<file path="src/inc/accel_regs.vh">
// Register indices, field positions, reset values and timing constants of the register bank
`ifndef ACCEL_SYNC_REGS_VH
`define ACCEL_SYNC_REGS_VH

// Register indices (byte address is four times the index)
`define IDX_VENDOR      8'h00
`define IDX_FAMILY      8'h01
`define IDX_PART        8'h02
`define IDX_REVISION    8'h03
`define IDX_EVENT_FLAGS 8'h04
`define IDX_QUEUE_FILL  8'h05
`define IDX_TEMP_HIGH   8'h06
`define IDX_TEMP_LOW    8'h07
`define IDX_X_UPPER     8'h08
`define IDX_X_MIDDLE    8'h09
`define IDX_X_LOWER     8'h0A
`define IDX_Y_UPPER     8'h0B
`define IDX_Y_MIDDLE    8'h0C
`define IDX_Y_LOWER     8'h0D
`define IDX_Z_UPPER     8'h0E
`define IDX_Z_MIDDLE    8'h0F
`define IDX_FILTER      8'h28
`define IDX_IRQ_MAP     8'h2A
`define IDX_ALIGN       8'h2B
`define IDX_RANGE       8'h2C
`define IDX_POWER       8'h2D
`define IDX_SELF_TEST   8'h2E
`define IDX_SOFT_RESET  8'h2F
`define IDX_IRQ_STATUS  8'h30
`define IDX_IRQ_MASK    8'h31

// Reset values
`define RST_FILTER      8'h00
`define RST_IRQ_MAP     8'h00
`define RST_ALIGN       8'h00
`define RST_RANGE       8'h81
`define RST_POWER       8'h01
`define RST_SELF_TEST   8'h00
`define RST_IRQ         8'h00
`define SOFT_RESET_CODE 8'h5A

// Fields
`define F_OUTPUT_RATE   3:0
`define F_HIGHPASS      6:4
`define F_MAP_TWO       7:4
`define F_ALIGN_MODE    1:0
`define B_CLOCK_SOURCE  2
`define B_IRQ_POLARITY  6
`define B_STANDBY       0
`define B_READY_OFF     2
`define F_SELF_TEST     1:0

// Bits a measurement-mode write may still change
`define LIVE_MASK_FILTER    8'h70
`define LIVE_MASK_SELF_TEST 8'h03

// Alignment modes
`define ALIGN_NONE      2'b00
`define ALIGN_PLAIN     2'b01
`define ALIGN_INTERP    2'b10

// Interrupt status bits
`define IRQ_SAMPLE      0
`define IRQ_STROBE      1
`define IRQ_REFUSED     2

// Timing
`define CLK_HZ          10000000
`define BASE_RATE_SPS   4000
`define INTERP_SHIFT    6

`endif

</file>
<file path="src/logic/pin_route.v">
// Registered multiplexer for the second interrupt pin and the sample-ready pin
`timescale 1ns/1ns
`default_nettype none
`include "accel_regs.vh"

module pin_route (
  // Clock and reset
  input  wire       clk,
  input  wire       reset,
  // Selection
  input  wire       clock_source_sel,
  input  wire [1:0] align_mode_sel,
  input  wire [3:0] map_two,
  // Sources
  input  wire       irq_two_level,
  input  wire       ready_level,
  // Pins
  output reg        irq_two_out,
  output reg        irq_two_oe,
  output reg        ready_out,
  output reg        ready_oe
);

  wire map_empty;
  wire aligned;

  assign map_empty = (map_two == 4'h0);
  assign aligned   = (align_mode_sel != `ALIGN_NONE);

  always @(posedge clk) begin
    if (reset) begin
      irq_two_out <= 1'b0;
      irq_two_oe  <= 1'b1;
      ready_out   <= 1'b0;
      ready_oe    <= 1'b1;
    end else begin
      // External clock arrives here, so the pin is never driven
      irq_two_oe  <= ~clock_source_sel;
      if (clock_source_sel)
        irq_two_out <= 1'b0;
      else if (aligned)
        irq_two_out <= map_empty ? ready_level : irq_two_level;
      else
        irq_two_out <= map_empty ? 1'b0 : irq_two_level;
      // Any alignment mode turns the ready pin into the strobe input
      ready_oe  <= ~aligned;
      ready_out <= aligned ? 1'b0 : ready_level;
    end
  end

endmodule // pin_route

`default_nettype wire

</file>
<file path="src/logic/accel_sync_pinmux_regmap.v">
// Register bank, alignment control and pin multiplexing of a 3-axis accelerometer
//
// Functional notes
// Alignment 10 with external clock: run on outside clock, samples paced by strobes, interpolated.
// Host keeps strobe rate above or at output rate but below 4000 per second.
// Interpolation never changes the passband; filter keeps its programmed rate code.
// Strobe and outside clock obey the same limits as the plain external mode.
// With the outside clock selected, host drives 1.024 MHz on pin two.
// Host holds each strobe high for at least four outside clock cycles.
// Internal clock, no alignment: pin two low if map empty, else interrupt; ready pin ready.
// Outside clock selected: pin two is an input, interrupt two never driven.
// Alignment 10: strobe taken on ready pin, interpolation on, ready active high.
// Alignment 01 with outside clock: strobe on ready pin, no interpolation.
// Alignment 01 on internal clock: every strobe resets the digital filters.
// Aligned, internal clock, empty map: ready goes to pin two; otherwise no ready.
// Software writes all configuration while in standby, then enters measurement.
// In measurement only highpass, map, self-test bits and soft reset accept writes; this bank also takes power, interrupt mask and status writes.
// Event flags: store busy 4, activity 3, overrun 2, watermark 1, sample ready 0.
// The ready indication is active high regardless of interrupt polarity.
// Interpolation resolves the strobe to one sixty-fourth of the output period.
// Reserved bits of read-only registers read zero; writes to them are ignored.
`timescale 1ns/1ns
`default_nettype none
`include "accel_regs.vh"

module accel_sync_pinmux_regmap #(
  parameter [7:0] VENDOR_ID    = 8'h5A,   // Arbitrary value
  parameter [7:0] FAMILY_ID    = 8'h3C,   // Arbitrary value
  parameter [7:0] PART_ID      = 8'h77,   // Arbitrary value
  parameter [7:0] REVISION_ID  = 8'h02,   // Arbitrary value
  parameter       READY_HOLD   = 1250,
  parameter       PERIOD_WIDTH = 24
) (
  // Clock and reset
  input  wire        CLK,
  input  wire        RESET,
  // APB slave
  input  wire        PSEL,
  input  wire        PENABLE,
  input  wire        PWRITE,
  input  wire [7:0]  PADDR,
  input  wire [31:0] PWDATA,
  output reg  [31:0] PRDATA,
  output reg         PREADY,
  output reg         PSLVERR,
  // Interrupt
  output reg         IRQ,
  // Interrupt-two pin (outside clock when selected)
  input  wire        IRQ_PIN_TWO_IN,
  output wire        IRQ_PIN_TWO_OUT,
  output wire        IRQ_PIN_TWO_OE,
  // Sample-ready pin (strobe input when aligned)
  input  wire        SAMPLE_READY_PIN_IN,
  output wire        SAMPLE_READY_PIN_OUT,
  output wire        SAMPLE_READY_PIN_OE,
  // Measurement core results
  input  wire        CORE_SAMPLE_VALID,
  input  wire [19:0] CORE_X,
  input  wire [19:0] CORE_Y,
  input  wire [19:0] CORE_Z,
  input  wire [11:0] CORE_TEMP,
  input  wire [6:0]  CORE_QUEUE_FILL,
  input  wire        CORE_STORE_BUSY,
  input  wire        CORE_ACTIVITY,
  input  wire        CORE_OVERRUN,
  input  wire        CORE_WATERMARK,
  input  wire [3:0]  CORE_IRQ_EVENTS,
  // Measurement core control
  output reg         MEASURE_EN,
  output reg         USE_EXT_CLOCK,
  output reg         INTERP_EN,
  output reg  [3:0]  OUTPUT_RATE,
  output reg  [2:0]  HIGHPASS_CORNER,
  output reg  [1:0]  SELF_TEST,
  output reg         SYNC_STROBE,
  output reg  [5:0]  SYNC_PHASE,
  output reg         FILTER_RESET
);

  localparam [PERIOD_WIDTH-1:0] BASE_CYCLES = `CLK_HZ / `BASE_RATE_SPS;

  // Output period divided into interpolation steps
  function [PERIOD_WIDTH-1:0] step_cycles;
    input [3:0] rate;
    reg   [PERIOD_WIDTH-1:0] period;
    begin
      period      = BASE_CYCLES << rate;
      step_cycles = period >> `INTERP_SHIFT;
    end
  endfunction

  // Byte merge with a write mask
  function [7:0] merge;
    input [7:0] old_val;
    input [7:0] new_val;
    input [7:0] mask;
    begin
      merge = (old_val & ~mask) | (new_val & mask);
    end
  endfunction

  // Configuration and status storage
  reg  [7:0]  filter_reg;
  reg  [7:0]  irq_map_reg;
  reg  [7:0]  align_reg;
  reg  [7:0]  range_reg;
  reg  [7:0]  power_control_reg;
  reg  [7:0]  self_test_reg;
  reg  [7:0]  irq_status_reg;
  reg  [7:0]  irq_mask_reg;
  reg  [19:0] x_reg;
  reg  [19:0] y_reg;
  reg  [19:0] z_reg;
  reg  [11:0] temp_reg;
  reg         ready_reg;
  reg  [15:0] ready_count_reg;
  reg         strobe_prev_reg;
  reg  [PERIOD_WIDTH-1:0] step_count_reg;
  reg  [5:0]  phase_reg;
  reg         irq_two_reg;
  reg  [7:0]  rdata_next;
  reg         err_next;
  reg  [7:0]  irq_status_next;

  wire [7:0]  index;
  wire        setup;
  wire        done;
  wire        wr;
  wire        rd;
  wire        standby;
  wire [1:0]  align_mode_sel;
  wire        clock_source_sel;
  wire        strobe_rise;
  wire        data_read;
  wire        soft_reset;
  wire        refused;
  wire        sample_ready;

  assign index            = {2'b00, PADDR[7:2]};
  assign setup            = PSEL & PENABLE & ~PREADY;
  assign done             = PSEL & PENABLE & PREADY;
  assign wr               = done & PWRITE & ~PSLVERR;
  assign rd               = done & ~PWRITE;
  assign standby          = power_control_reg[`B_STANDBY];
  assign align_mode_sel   = align_reg[`F_ALIGN_MODE];
  assign clock_source_sel = align_reg[`B_CLOCK_SOURCE];
  // Inputs are synchronous, so the strobe edge is taken straight from the pin
  assign strobe_rise      = (align_mode_sel != `ALIGN_NONE) & SAMPLE_READY_PIN_IN
                            & ~strobe_prev_reg;
  assign data_read        = rd & (index >= `IDX_X_UPPER) & (index <= `IDX_Z_MIDDLE);
  assign soft_reset       = wr & (index == `IDX_SOFT_RESET)
                            & (PWDATA[7:0] == `SOFT_RESET_CODE);
  // While measuring, an alignment or range write is dropped and flagged; a filter write is flagged if it changes locked bits
  assign refused          = wr & ~standby & ((index == `IDX_ALIGN) | (index == `IDX_RANGE)
                            | ((index == `IDX_FILTER) &
                               ((PWDATA[7:0] & ~`LIVE_MASK_FILTER) !=
                                (filter_reg & ~`LIVE_MASK_FILTER))));
  assign sample_ready     = ready_reg & ~power_control_reg[`B_READY_OFF];

  // Register read mux and address check
  always @* begin
    rdata_next = 8'h00;
    err_next   = (PADDR[1:0] != 2'b00);
    case (index)
      `IDX_VENDOR:      rdata_next = VENDOR_ID;
      `IDX_FAMILY:      rdata_next = FAMILY_ID;
      `IDX_PART:        rdata_next = PART_ID;
      `IDX_REVISION:    rdata_next = REVISION_ID;
      `IDX_EVENT_FLAGS: rdata_next = {3'b000, CORE_STORE_BUSY, CORE_ACTIVITY,
                                      CORE_OVERRUN, CORE_WATERMARK, ready_reg};
      `IDX_QUEUE_FILL:  rdata_next = {1'b0, CORE_QUEUE_FILL};
      `IDX_TEMP_HIGH:   rdata_next = {4'h0, temp_reg[11:8]};
      `IDX_TEMP_LOW:    rdata_next = temp_reg[7:0];
      `IDX_X_UPPER:     rdata_next = x_reg[19:12];
      `IDX_X_MIDDLE:    rdata_next = x_reg[11:4];
      `IDX_X_LOWER:     rdata_next = {x_reg[3:0], 4'h0};
      `IDX_Y_UPPER:     rdata_next = y_reg[19:12];
      `IDX_Y_MIDDLE:    rdata_next = y_reg[11:4];
      `IDX_Y_LOWER:     rdata_next = {y_reg[3:0], 4'h0};
      `IDX_Z_UPPER:     rdata_next = z_reg[19:12];
      `IDX_Z_MIDDLE:    rdata_next = z_reg[11:4];
      `IDX_FILTER:      rdata_next = filter_reg;
      `IDX_IRQ_MAP:     rdata_next = irq_map_reg;
      `IDX_ALIGN:       rdata_next = align_reg;
      `IDX_RANGE:       rdata_next = range_reg;
      `IDX_POWER:       rdata_next = power_control_reg;
      `IDX_SELF_TEST:   rdata_next = self_test_reg;
      `IDX_SOFT_RESET:  rdata_next = 8'h00;
      `IDX_IRQ_STATUS:  rdata_next = irq_status_reg;
      `IDX_IRQ_MASK:    rdata_next = irq_mask_reg;
      default:          err_next   = 1'b1;
    endcase
  end

  // Bus handshake: one wait state, answer registered
  always @(posedge CLK) begin
    if (RESET) begin
      PREADY  <= 1'b0;
      PRDATA  <= 32'h0000_0000;
      PSLVERR <= 1'b0;
    end else if (setup) begin
      PREADY  <= 1'b1;
      PRDATA  <= (PWRITE | err_next) ? 32'h0000_0000 : {24'h00_0000, rdata_next};
      PSLVERR <= err_next;
    end else begin
      PREADY  <= 1'b0;
      PSLVERR <= 1'b0;
    end
  end

  // Configuration registers
  always @(posedge CLK) begin
    if (RESET | soft_reset) begin
      filter_reg        <= `RST_FILTER;
      irq_map_reg       <= `RST_IRQ_MAP;
      align_reg         <= `RST_ALIGN;
      range_reg         <= `RST_RANGE;
      power_control_reg <= `RST_POWER;
      self_test_reg     <= `RST_SELF_TEST;
      irq_mask_reg      <= `RST_IRQ;
    end else if (wr) begin
      case (index)
        `IDX_FILTER:
          if (standby)
            filter_reg <= PWDATA[7:0];
          else
            filter_reg <= merge(filter_reg, PWDATA[7:0], `LIVE_MASK_FILTER);
        `IDX_IRQ_MAP:   irq_map_reg <= PWDATA[7:0];
        `IDX_ALIGN:     if (standby) align_reg <= PWDATA[7:0];
        `IDX_RANGE:     if (standby) range_reg <= PWDATA[7:0];
        `IDX_POWER:     power_control_reg <= PWDATA[7:0];
        `IDX_SELF_TEST:
          if (standby)
            self_test_reg <= PWDATA[7:0];
          else
            self_test_reg <= merge(self_test_reg, PWDATA[7:0], `LIVE_MASK_SELF_TEST);
        `IDX_IRQ_MASK:  irq_mask_reg <= PWDATA[7:0];
        default: ;
      endcase
    end
  end

  // Sticky interrupt status: a new event wins over a write-one clear
  always @* begin
    irq_status_next = irq_status_reg;
    if (wr & (index == `IDX_IRQ_STATUS))
      irq_status_next = irq_status_next & ~PWDATA[7:0];
    if (CORE_SAMPLE_VALID)
      irq_status_next[`IRQ_SAMPLE] = 1'b1;
    if (strobe_rise)
      irq_status_next[`IRQ_STROBE] = 1'b1;
    if (refused)
      irq_status_next[`IRQ_REFUSED] = 1'b1;
  end

  always @(posedge CLK) begin
    if (RESET) begin
      irq_status_reg <= `RST_IRQ;
      IRQ            <= 1'b0;
    end else begin
      irq_status_reg <= irq_status_next;
      IRQ            <= |(irq_status_next & irq_mask_reg);
    end
  end

  // Sample capture and the ready level
  always @(posedge CLK) begin
    if (RESET) begin
      x_reg           <= 20'h0_0000;
      y_reg           <= 20'h0_0000;
      z_reg           <= 20'h0_0000;
      temp_reg        <= 12'h000;
      ready_reg       <= 1'b0;
      ready_count_reg <= 16'h0000;
    end else if (CORE_SAMPLE_VALID) begin
      // Core already delays samples by its group delay in aligned modes
      x_reg           <= CORE_X;
      y_reg           <= CORE_Y;
      z_reg           <= CORE_Z;
      temp_reg        <= CORE_TEMP;
      ready_reg       <= 1'b1;
      ready_count_reg <= 16'h0000;
    end else if (ready_reg) begin
      // Clears on a data read or part way to the next sample
      if (data_read | (ready_count_reg == READY_HOLD[15:0] - 16'h0001))
        ready_reg <= 1'b0;
      ready_count_reg <= ready_count_reg + 16'h0001;
    end
  end

  // Interrupt-two level: polarity applies here and never to the ready level
  always @(posedge CLK) begin
    if (RESET)
      irq_two_reg <= 1'b0;
    else
      irq_two_reg <= (|(irq_map_reg[`F_MAP_TWO] & CORE_IRQ_EVENTS))
                     ~^ range_reg[`B_IRQ_POLARITY];
  end

  // Strobe handling, interpolation phase and filter control
  always @(posedge CLK) begin
    if (RESET) begin
      strobe_prev_reg <= 1'b0;
      step_count_reg  <= {PERIOD_WIDTH{1'b0}};
      phase_reg       <= 6'h00;
      SYNC_PHASE      <= 6'h00;
      SYNC_STROBE     <= 1'b0;
      FILTER_RESET    <= 1'b0;
      MEASURE_EN      <= 1'b0;
      USE_EXT_CLOCK   <= 1'b0;
      INTERP_EN       <= 1'b0;
      OUTPUT_RATE     <= 4'h0;
      HIGHPASS_CORNER <= 3'h0;
      SELF_TEST       <= 2'h0;
    end else begin
      strobe_prev_reg <= SAMPLE_READY_PIN_IN;
      if (step_count_reg >= step_cycles(filter_reg[`F_OUTPUT_RATE]) - 1'b1) begin
        step_count_reg <= {PERIOD_WIDTH{1'b0}};
        phase_reg      <= phase_reg + 6'h01;
      end else begin
        step_count_reg <= step_count_reg + 1'b1;
      end
      if (strobe_rise)
        SYNC_PHASE <= phase_reg;
      // Outside samples are paced by the strobe in every aligned mode
      SYNC_STROBE     <= strobe_rise;
      FILTER_RESET    <= strobe_rise & (align_mode_sel == `ALIGN_PLAIN)
                         & ~clock_source_sel;
      MEASURE_EN      <= ~standby;
      USE_EXT_CLOCK   <= clock_source_sel;
      INTERP_EN       <= (align_mode_sel == `ALIGN_INTERP);
      // Rate code reaches the filter unchanged, so the passband is kept
      OUTPUT_RATE     <= filter_reg[`F_OUTPUT_RATE];
      HIGHPASS_CORNER <= filter_reg[`F_HIGHPASS];
      SELF_TEST       <= self_test_reg[`F_SELF_TEST];
    end
  end

  pin_route u_pin_route (
    .clk              (CLK),
    .reset            (RESET),
    .clock_source_sel (clock_source_sel),
    .align_mode_sel   (align_mode_sel),
    .map_two          (irq_map_reg[`F_MAP_TWO]),
    .irq_two_level    (irq_two_reg),
    .ready_level      (sample_ready),
    .irq_two_out      (IRQ_PIN_TWO_OUT),
    .irq_two_oe       (IRQ_PIN_TWO_OE),
    .ready_out        (SAMPLE_READY_PIN_OUT),
    .ready_oe         (SAMPLE_READY_PIN_OE)
  );

endmodule // accel_sync_pinmux_regmap

`default_nettype wire

</file>
<file path="config.mk">
export PLATFORM = sky130hd
export DESIGN_NAME = accel_sync_pinmux_regmap
export DESIGN_NICKNAME = d
export VERILOG_FILES = /design/src/logic/pin_route.v /design/src/logic/accel_sync_pinmux_regmap.v
export VERILOG_INCLUDE_DIRS = /design/src /design/src/inc
export SDC_FILE = /design/constraint.sdc
export NUM_CORES = 1
export LEC_CHECK = 0
export BUFFER_PORTS_ARGS = -buffer_cell sky130_fd_sc_hd__buf_4
export CAP_MARGIN = 40
export CORE_MARGIN = 2
export CORE_UTILIZATION = 56
export CTS_CLUSTER_DIAMETER = 40
export DETAILED_ROUTE_END_ITERATION = 12
export GPL_TIMING_DRIVEN = 0
export PLACE_DENSITY = 0.83
export SYNTH_ARGS = -nofsm -noshare
export SYNTH_HDL_FRONTEND = slang
export SYNTH_SLANG_ARGS = --single-unit
</file>
<file path="constraint.sdc">
create_clock -name CLK -period 5.66 [get_ports CLK]
set_clock_uncertainty 0.15 [all_clocks]
set_input_delay 1.132 -clock CLK [delete_from_list [all_inputs] [get_ports CLK]]
set_output_delay 1.132 -clock CLK [all_outputs]
set_load 0.05 [all_outputs]
</file>
Word level (Yosys, flattened, before mapping)
Cells that the tools add are included.
{"block": "totals", "reg_bits": 244, "out_inout_bits": 59, "input_bits": 135}
{"block": "op_classes", "n_reduce_logical": 19, "n_lt_le_gt_ge": 3, "shift": 1, "n_mux": 16, "bitwise": 40, "eq_ne": 29, "addsub": 4}
{"cell": "case mux 8 bit (24 select lines)", "n": 1}
{"cell": "equality test 6 bit, second input constant", "n": 9}
{"cell": "equality test 6 x 4 -> 1 bit, second input constant", "n": 8}
{"cell": "two-way mux 8 bit", "n": 4}
{"cell": "OR reduction 25 bit", "n": 1}
{"cell": "adder 24 x 1 -> 24 bit, second input constant", "n": 1}
{"cell": "equality test 6 x 3 -> 1 bit, second input constant", "n": 4}
{"cell": "greater-or-equal comparator 24 bit", "n": 1}
{"cell": "left shift 12 x 4 -> 24 bit, first input constant", "n": 1}
{"cell": "bitwise AND 1 bit", "n": 19}
{"cell": "subtractor 18 x 1 -> 19 bit, second input constant", "n": 1}
{"cell": "adder 16 x 1 -> 16 bit, second input constant", "n": 1}
{"cell": "bitwise AND 8 bit", "n": 2}
{"cell": "equality test 16 x 11 -> 1 bit, second input constant", "n": 1}
{"cell": "equality test 6 x 2 -> 1 bit, second input constant", "n": 2}
{"cell": "two-way mux 1 bit", "n": 11}
{"cell": "AND reduction 2 bit", "n": 5}
{"cell": "OR reduction 2 bit", "n": 5}
{"cell": "NOT 1 bit", "n": 9}
{"cell": "equality test 8 x 7 -> 1 bit, second input constant", "n": 1}
{"cell": "logical NOT 8 bit", "n": 1}
{"cell": "NOT 8 bit", "n": 1}
{"cell": "bitwise OR 8 x 2 -> 8 bit", "n": 1}
{"cell": "bitwise OR 8 x 7 -> 8 bit", "n": 1}
{"cell": "15 further kinds", "n": 21}

Depth between registers and ports, before layout
{"block": "logic_depth", "ltp_word": 9, "depth_mapped": 19, "depth_no_buf": 15}

Hierarchy
Synthesis repeated with hierarchy kept, for this count alone.
{"block": "hier_totals", "cells_unflattened": 1222, "area_unflattened_um2": 10840.4}
{"module": "accel_sync_pinmux_regmap", "cells_per_inst": 1211, "n_inst": 1, "seq_area_each_um2": 4244.1, "area_per_inst_um2": 10689.0}
{"module": "pin_route", "cells_per_inst": 11, "n_inst": 1, "seq_area_each_um2": 80.1, "area_per_inst_um2": 151.4}

Worst setup path before layout
Ideal clock, no wire load.
{"block": "synth_path", "path_kind": "flip-flop to flip-flop", "start": "reg filter_reg[1]", "end": "reg step_count_reg[10]", "setup_ps": 65, "synth_period_minus_slack_ps": 4731, "path_buffers": 4, "stages_incl_launch_ff": 20, "path_slack_ps": 929, "arrival_ps": 4516, "path_cell_list": "dfxtp_1 buf_6 clkbuf_1 inv_1 ha_1 nor2_1 o31a_1 or3_4 or3_4 or4_1 nand3_1 ha_1 a21oi_1 o21ai_0 a21oi_1 nand4_1 or3_1 clkbuf_1 clkbuf_1 nor2_1"}
{"block": "synth_via", "elab_chain_cells": 4}
{"element": "start, declared", "line": "accel_sync_pinmux_regmap.v:103", "source": "reg [7:0] filter_reg;"}
{"element": "start signal, assigned", "line": "accel_sync_pinmux_regmap.v:214", "source": "filter_reg <= `RST_FILTER;"}
{"element": "start signal, assigned", "line": "accel_sync_pinmux_regmap.v:225", "source": "filter_reg <= PWDATA[7:0];"}
{"element": "start signal, assigned", "line": "accel_sync_pinmux_regmap.v:227", "source": "filter_reg <= merge(filter_reg, PWDATA[7:0], `LIVE_MASK_FILTER);"}
{"element": "left shift 12 x 4 -> 24 bit", "line": "accel_sync_pinmux_regmap.v:87", "source": "period = BASE_CYCLES << rate;"}
{"element": "subtractor 18 x 1 -> 19 bit", "line": "accel_sync_pinmux_regmap.v:317", "source": "if (step_count_reg >= step_cycles(filter_reg[`F_OUTPUT_RATE]) - 1'b1) begin"}
{"element": "greater-or-equal comparator 24 bit", "line": "accel_sync_pinmux_regmap.v:317"}
{"element": "OR reduction 2 bit (no source line)"}
{"element": "end signal, assigned", "line": "accel_sync_pinmux_regmap.v:304", "source": "step_count_reg <= {PERIOD_WIDTH{1'b0}};"}
{"element": "end signal, assigned", "line": "accel_sync_pinmux_regmap.v:318", "source": "step_count_reg <= {PERIOD_WIDTH{1'b0}};"}
{"element": "end signal, assigned", "line": "accel_sync_pinmux_regmap.v:321", "source": "step_count_reg <= step_count_reg + 1'b1;"}
{"element": "end, declared", "line": "accel_sync_pinmux_regmap.v:118", "source": "reg [PERIOD_WIDTH-1:0] step_count_reg;"}
No other way between the ends.
A chain may end at the register's enable or synchronous reset.

Worst setup path in the final report
{"block": "layout_path", "start": "reg filter_reg[1]", "end": "reg step_count_reg[12]"}
The elaborated chain is that of the path after synthesis.

==> summary.log <==
qor: status.status finished clean
qor: grt.gr-total-overflow 0
qor: clock_tree.ctsHtreeMaxLevel 2
qor: floorplanning.design.core.area 18700 um2
qor: sta.fin_setup_tns 0 ns
qor: power.p_sw_frac 0.249
qor: synthesis.most_common_cell_in_the_synthesized_netlist sky130_fd_sc_hd__dfxtp_1
qor: synthesis.ys_async_sr_fraction 0
qor: synthesis.synth_cell_type_count 66
qor: route.drt-total-wl 32.8 mm
qor: worst_setup_path.worstSetupEndpointType flop
qor: cells_and_area.final_area 13300 um2
qor: synthesis.synthCells 1215
qor: power.p_int 3.01 mW
qor: sta.setup_viol 0
qor: worst_setup_path.timing.rr.end step_count_reg[12]
qor: power.power_frac_comb 0.078
qor: sta.timing_hold_violations_final 0
qor: worst_setup_path.critPathKind reg2reg
qor: placed_design.gp_routability_congestion 0.985
qor: synthesis.xor_and_xnor_area_share_after_synthesis 0.0409
qor: synthesis.synth-compound-area-share 0.120
qor: synthesis.yosysWarningCount 0
qor: placed_design.placement.io_buffers 130
qor: clock_tree.resized_cells_post_cts 0
qor: synthesis.yosys.area_share.adder 0.0397
qor: floorplanning.floorplan.die_area 20200 um2
qor: route.num_vias 9909
qor: worst_setup_path.regToRegStartpoint filter_reg[1]
qor: synthesis.synth_area_leader_cell sky130_fd_sc_hd__dfxtp_1
qor: grt.grt_util_all_layers 0.317
qor: worst_setup_path.worst_ep_arrival_time 5.57 ns
qor: worst_setup_path.setup.worst_path.start_class flop
qor: floorplanning.io_pins 194
qor: power.power_density 302 nW/um2
qor: clock_tree.cts.clk_slew.worst_paths 0.06 ns
qor: cells_and_area.final-instance-count-excl-fill 1674
qor: route.final_antenna_net_count 0
qor: clock_tree.post_cts.repair.setup_buffers 0
qor: synthesis.post_synth_and_or_nand_nor_area_fraction 0.214
qor: synthesis.synth.mux.area_fraction 0.130
qor: cells_and_area.n_antenna_cell 0
qor: placed_design.placed_cell_area 12100 um2
qor: sta.final_number_of_max_transition_violations 0
qor: sta.grt_setup_unrepaired false
qor: route.detail_route.wl_per_cell 19.6 um
qor: worst_hold_path.hold_start irq_status_reg[3]
qor: placed_design.placedCellCount 1611
qor: clock_tree.cts_buffer_count 34
qor: clock_tree.clock_tree.buffer_depth 3
qor: power.power.switching 1.00 mW
qor: worst_setup_path.crit_required 5.94 ns
qor: power.power.leakage 5.46 nW
qor: cells_and_area.final_core_util 0.711
qor: cells_and_area.final_nets 1583
qor: grt.grt_first_pass_wirelength 50.2 mm
qor: route.vias_per_cell 5.92
qor: clock_tree.clock_sink_count 216
qor: route.detailedRoute.firstIterationViolations 749
qor: power.ir_drop 272 uV
qor: floorplanning.initial_utilization 0.572
qor: worst_hold_path.hold_depth 2
qor: grt.grt_antenna_before_repair 1
qor: clock_tree.tritoncts done
qor: synthesis.synthDominantCellAreaShare 0.404
qor: sta.post-route-min-period 5.29 ns
qor: worst_setup_path.reg2reg_depth 19
qor: sta.fmaxAchievable 189 MHz
qor: route.drc 0
qor: grt.number_of_global_route_vias_before_repair 9414
qor: power.power_frac_clock 0.528
qor: sta.maxSlewHeadroom 0.390
qor: cells_and_area.largest_register_ff_count 24
qor: sta.timing.hold.ws 0.296 ns
qor: floorplanning.die_y 142 um
qor: synthesis.synth_area_leaders sky130_fd_sc_hd__dfxtp_1, sky130_fd_sc_hd__mux2i_1, sky130_fd_sc_hd__nor2_1, sky130_fd_sc_hd__ha_1, sky130_fd_sc_hd__xor2_1
qor: worst_setup_path.worst_setup_path_startpoint filter_reg[1]
qor: floorplanning.die_width 142 um
qor: grt.grt_start_max_net_pins 14
qor: clock_tree.clkLatencyLatePin 0.50 ns
qor: worst_setup_path.reg2reg_setup_slack 0.37 ns
qor: cells_and_area.drive_above_1_share 0.180
qor: worst_setup_path.path_max_fanout 10
qor: synthesis.avgSynthCellArea 8.81 um2
qor: clock_tree.cts_hold_buf 0
qor: clock_tree.clock_tree.root_cell sky130_fd_sc_hd__clkbuf_16
qor: cells_and_area.synthToLayoutAreaGrowth 24.2%
qor: worst_hold_path.timing.hold.worst_endpoint irq_status_reg[3]
qor: synthesis.synth_common_cells sky130_fd_sc_hd__dfxtp_1, sky130_fd_sc_hd__nor2_1, sky130_fd_sc_hd__mux2i_1
qor: run.max_cap_viol_count 0
qor: placed_design.hpwl 24.1 mm
qor: power.power.sequential.fraction 0.394
qor: synthesis.dominant_combinational_cell_family_by_area_after_synthesis simple AND/OR/NAND/NOR gates
qor: synthesis.number_of_enable_flip_flop_cells_after_synthesis 0
qor: synthesis.post_synth_instance_area 10700 um2
qor: synthesis.synth_ff_type sky130_fd_sc_hd__dfxtp_1
qor: synthesis.synth-seq-area-share 0.404
qor: worst_hold_path.min_path_type reg2reg
qor: floorplanning.floorplan.rows 50
qor: synthesis.ys_ff_latch 216
qor: sta.final_min_period_over_clock_period 0.934
qor: sta.worstMarginPinSlew 0.902 ns
qor: route.drt_first_pass_iters 5
==> per-layer routing <==
metal / global-route usage / vias to the layer above / routed length (um) / share of wire
met1: 0.406 / 4683 / 13500 / 0.41
met5: 0 / - / 0 / 0
li1: - / 4635 / - / -
met4: 0.125 / 0 / 1270 / 0.039
met3: 0.0629 / 105 / 2700 / 0.082
met2: 0.527 / 486 / 15400 / 0.47
==> cell families (layout without fill, tap and decap cells) <==
family,after synthesis,in the layout
compound gates,197,197
xor+xnor,50,50
fa+ha+maj,34,34
buf+inv,113,310
flops,216,216
mux,132,132
other cells,2,30
simple gates,471,471
==> final cells by class <==
class / count / area, um2
Tap cell: 234 / 293
Multi-Input combinational cell: 914 / 5950
Inverter: 8 / 30.0
Buffer: 105 / 513
Clock buffer: 43 / 968
Clock inverter: 19 / 205
Timing Repair Buffer: 135 / 1010
Sequential cell: 216 / 4320
Fill cell: 1431 / 5410
==> placed cells by master, fill, tap and decap left out, types with 5 or more instances in the layout <==
master                       instances
sky130_fd_sc_hd__a21oi_1            57
sky130_fd_sc_hd__a221oi_1            8
sky130_fd_sc_hd__a22o_1             19
sky130_fd_sc_hd__a22oi_1            27
sky130_fd_sc_hd__a31oi_1             6
sky130_fd_sc_hd__and2_1             13
sky130_fd_sc_hd__and3_1             17
sky130_fd_sc_hd__and4_1              6
sky130_fd_sc_hd__buf_1              14
sky130_fd_sc_hd__buf_2               6
sky130_fd_sc_hd__buf_4             156
sky130_fd_sc_hd__clkbuf_1           60
sky130_fd_sc_hd__clkbuf_16          37
sky130_fd_sc_hd__clkbuf_2            5
sky130_fd_sc_hd__clkinv_4            5
sky130_fd_sc_hd__clkinvlp_4          5
sky130_fd_sc_hd__conb_1             30
sky130_fd_sc_hd__dfxtp_1           216
sky130_fd_sc_hd__ha_1               34
sky130_fd_sc_hd__inv_1               8
sky130_fd_sc_hd__inv_6               6
sky130_fd_sc_hd__mux2_2             13
sky130_fd_sc_hd__mux2i_1           114
sky130_fd_sc_hd__nand2_1            73
sky130_fd_sc_hd__nand2b_1           15
sky130_fd_sc_hd__nand3_1            34
sky130_fd_sc_hd__nand3b_1            7
sky130_fd_sc_hd__nand4_1            21
sky130_fd_sc_hd__nor2_1            202
sky130_fd_sc_hd__nor2b_1            27
sky130_fd_sc_hd__nor3_1             16
sky130_fd_sc_hd__nor4_1              5
sky130_fd_sc_hd__o21ai_0            45
sky130_fd_sc_hd__or3_1               6
sky130_fd_sc_hd__xnor2_1            16
sky130_fd_sc_hd__xor2_1             34
==> worst max-delay path by stage <==
stage                    endpoint  slack (ns)  cells past startpoint
3_3_place_gp    step_count_reg[9]        0.17                     18
2_1_floorplan  step_count_reg[10]        0.93                     19
6_report       step_count_reg[12]        0.37                     19
3_5_place_dp   step_count_reg[12]        0.12                     19
5_1_grt        step_count_reg[15]        0.03                     19
4_1_cts        step_count_reg[12]        0.10                     19
==> power by group through the flow <==
stage	logic (mW)	registers [mW]	clock network, mW
after global routing	0.331	1.58	2.20
after detailed placement	0.302	1.61	0
after floorplan	0.188	1.60	0
after global placement	0.296	1.61	0
after CTS	0.304	1.58	2.13
final	0.311	1.58	2.12
==> critical path: stages, from the launching register on <==
cell                       delay, ns
sky130_fd_sc_hd__dfxtp_1        0.39
sky130_fd_sc_hd__buf_6          0.17
sky130_fd_sc_hd__clkbuf_2       0.24
sky130_fd_sc_hd__inv_1          0.16
sky130_fd_sc_hd__ha_1           0.39
sky130_fd_sc_hd__nor2_1         0.07
sky130_fd_sc_hd__o31a_1         0.31
sky130_fd_sc_hd__or3_4          0.43
sky130_fd_sc_hd__or3_4          0.41
sky130_fd_sc_hd__or4_1          0.54
sky130_fd_sc_hd__nand3_1        0.13
sky130_fd_sc_hd__ha_1           0.25
sky130_fd_sc_hd__a21oi_1        0.14
sky130_fd_sc_hd__o21ai_0        0.10
sky130_fd_sc_hd__a21oi_1        0.17
sky130_fd_sc_hd__nand4_1        0.21
sky130_fd_sc_hd__or3_1          0.39
sky130_fd_sc_hd__clkbuf_1       0.17
sky130_fd_sc_hd__clkbuf_2       0.24
sky130_fd_sc_hd__nor2_1         0.14
==> per-stage QoR <==
step           setup slack (ns)  power, mW
2_1_floorplan             0.929       1.79
3_3_place_gp              0.170       1.90
3_5_place_dp              0.120       1.91
4_1_cts                   0.101       4.01
5_1_grt                  0.0291       4.11
6_report                  0.373       4.01
(Power assumes the default switching activity.)
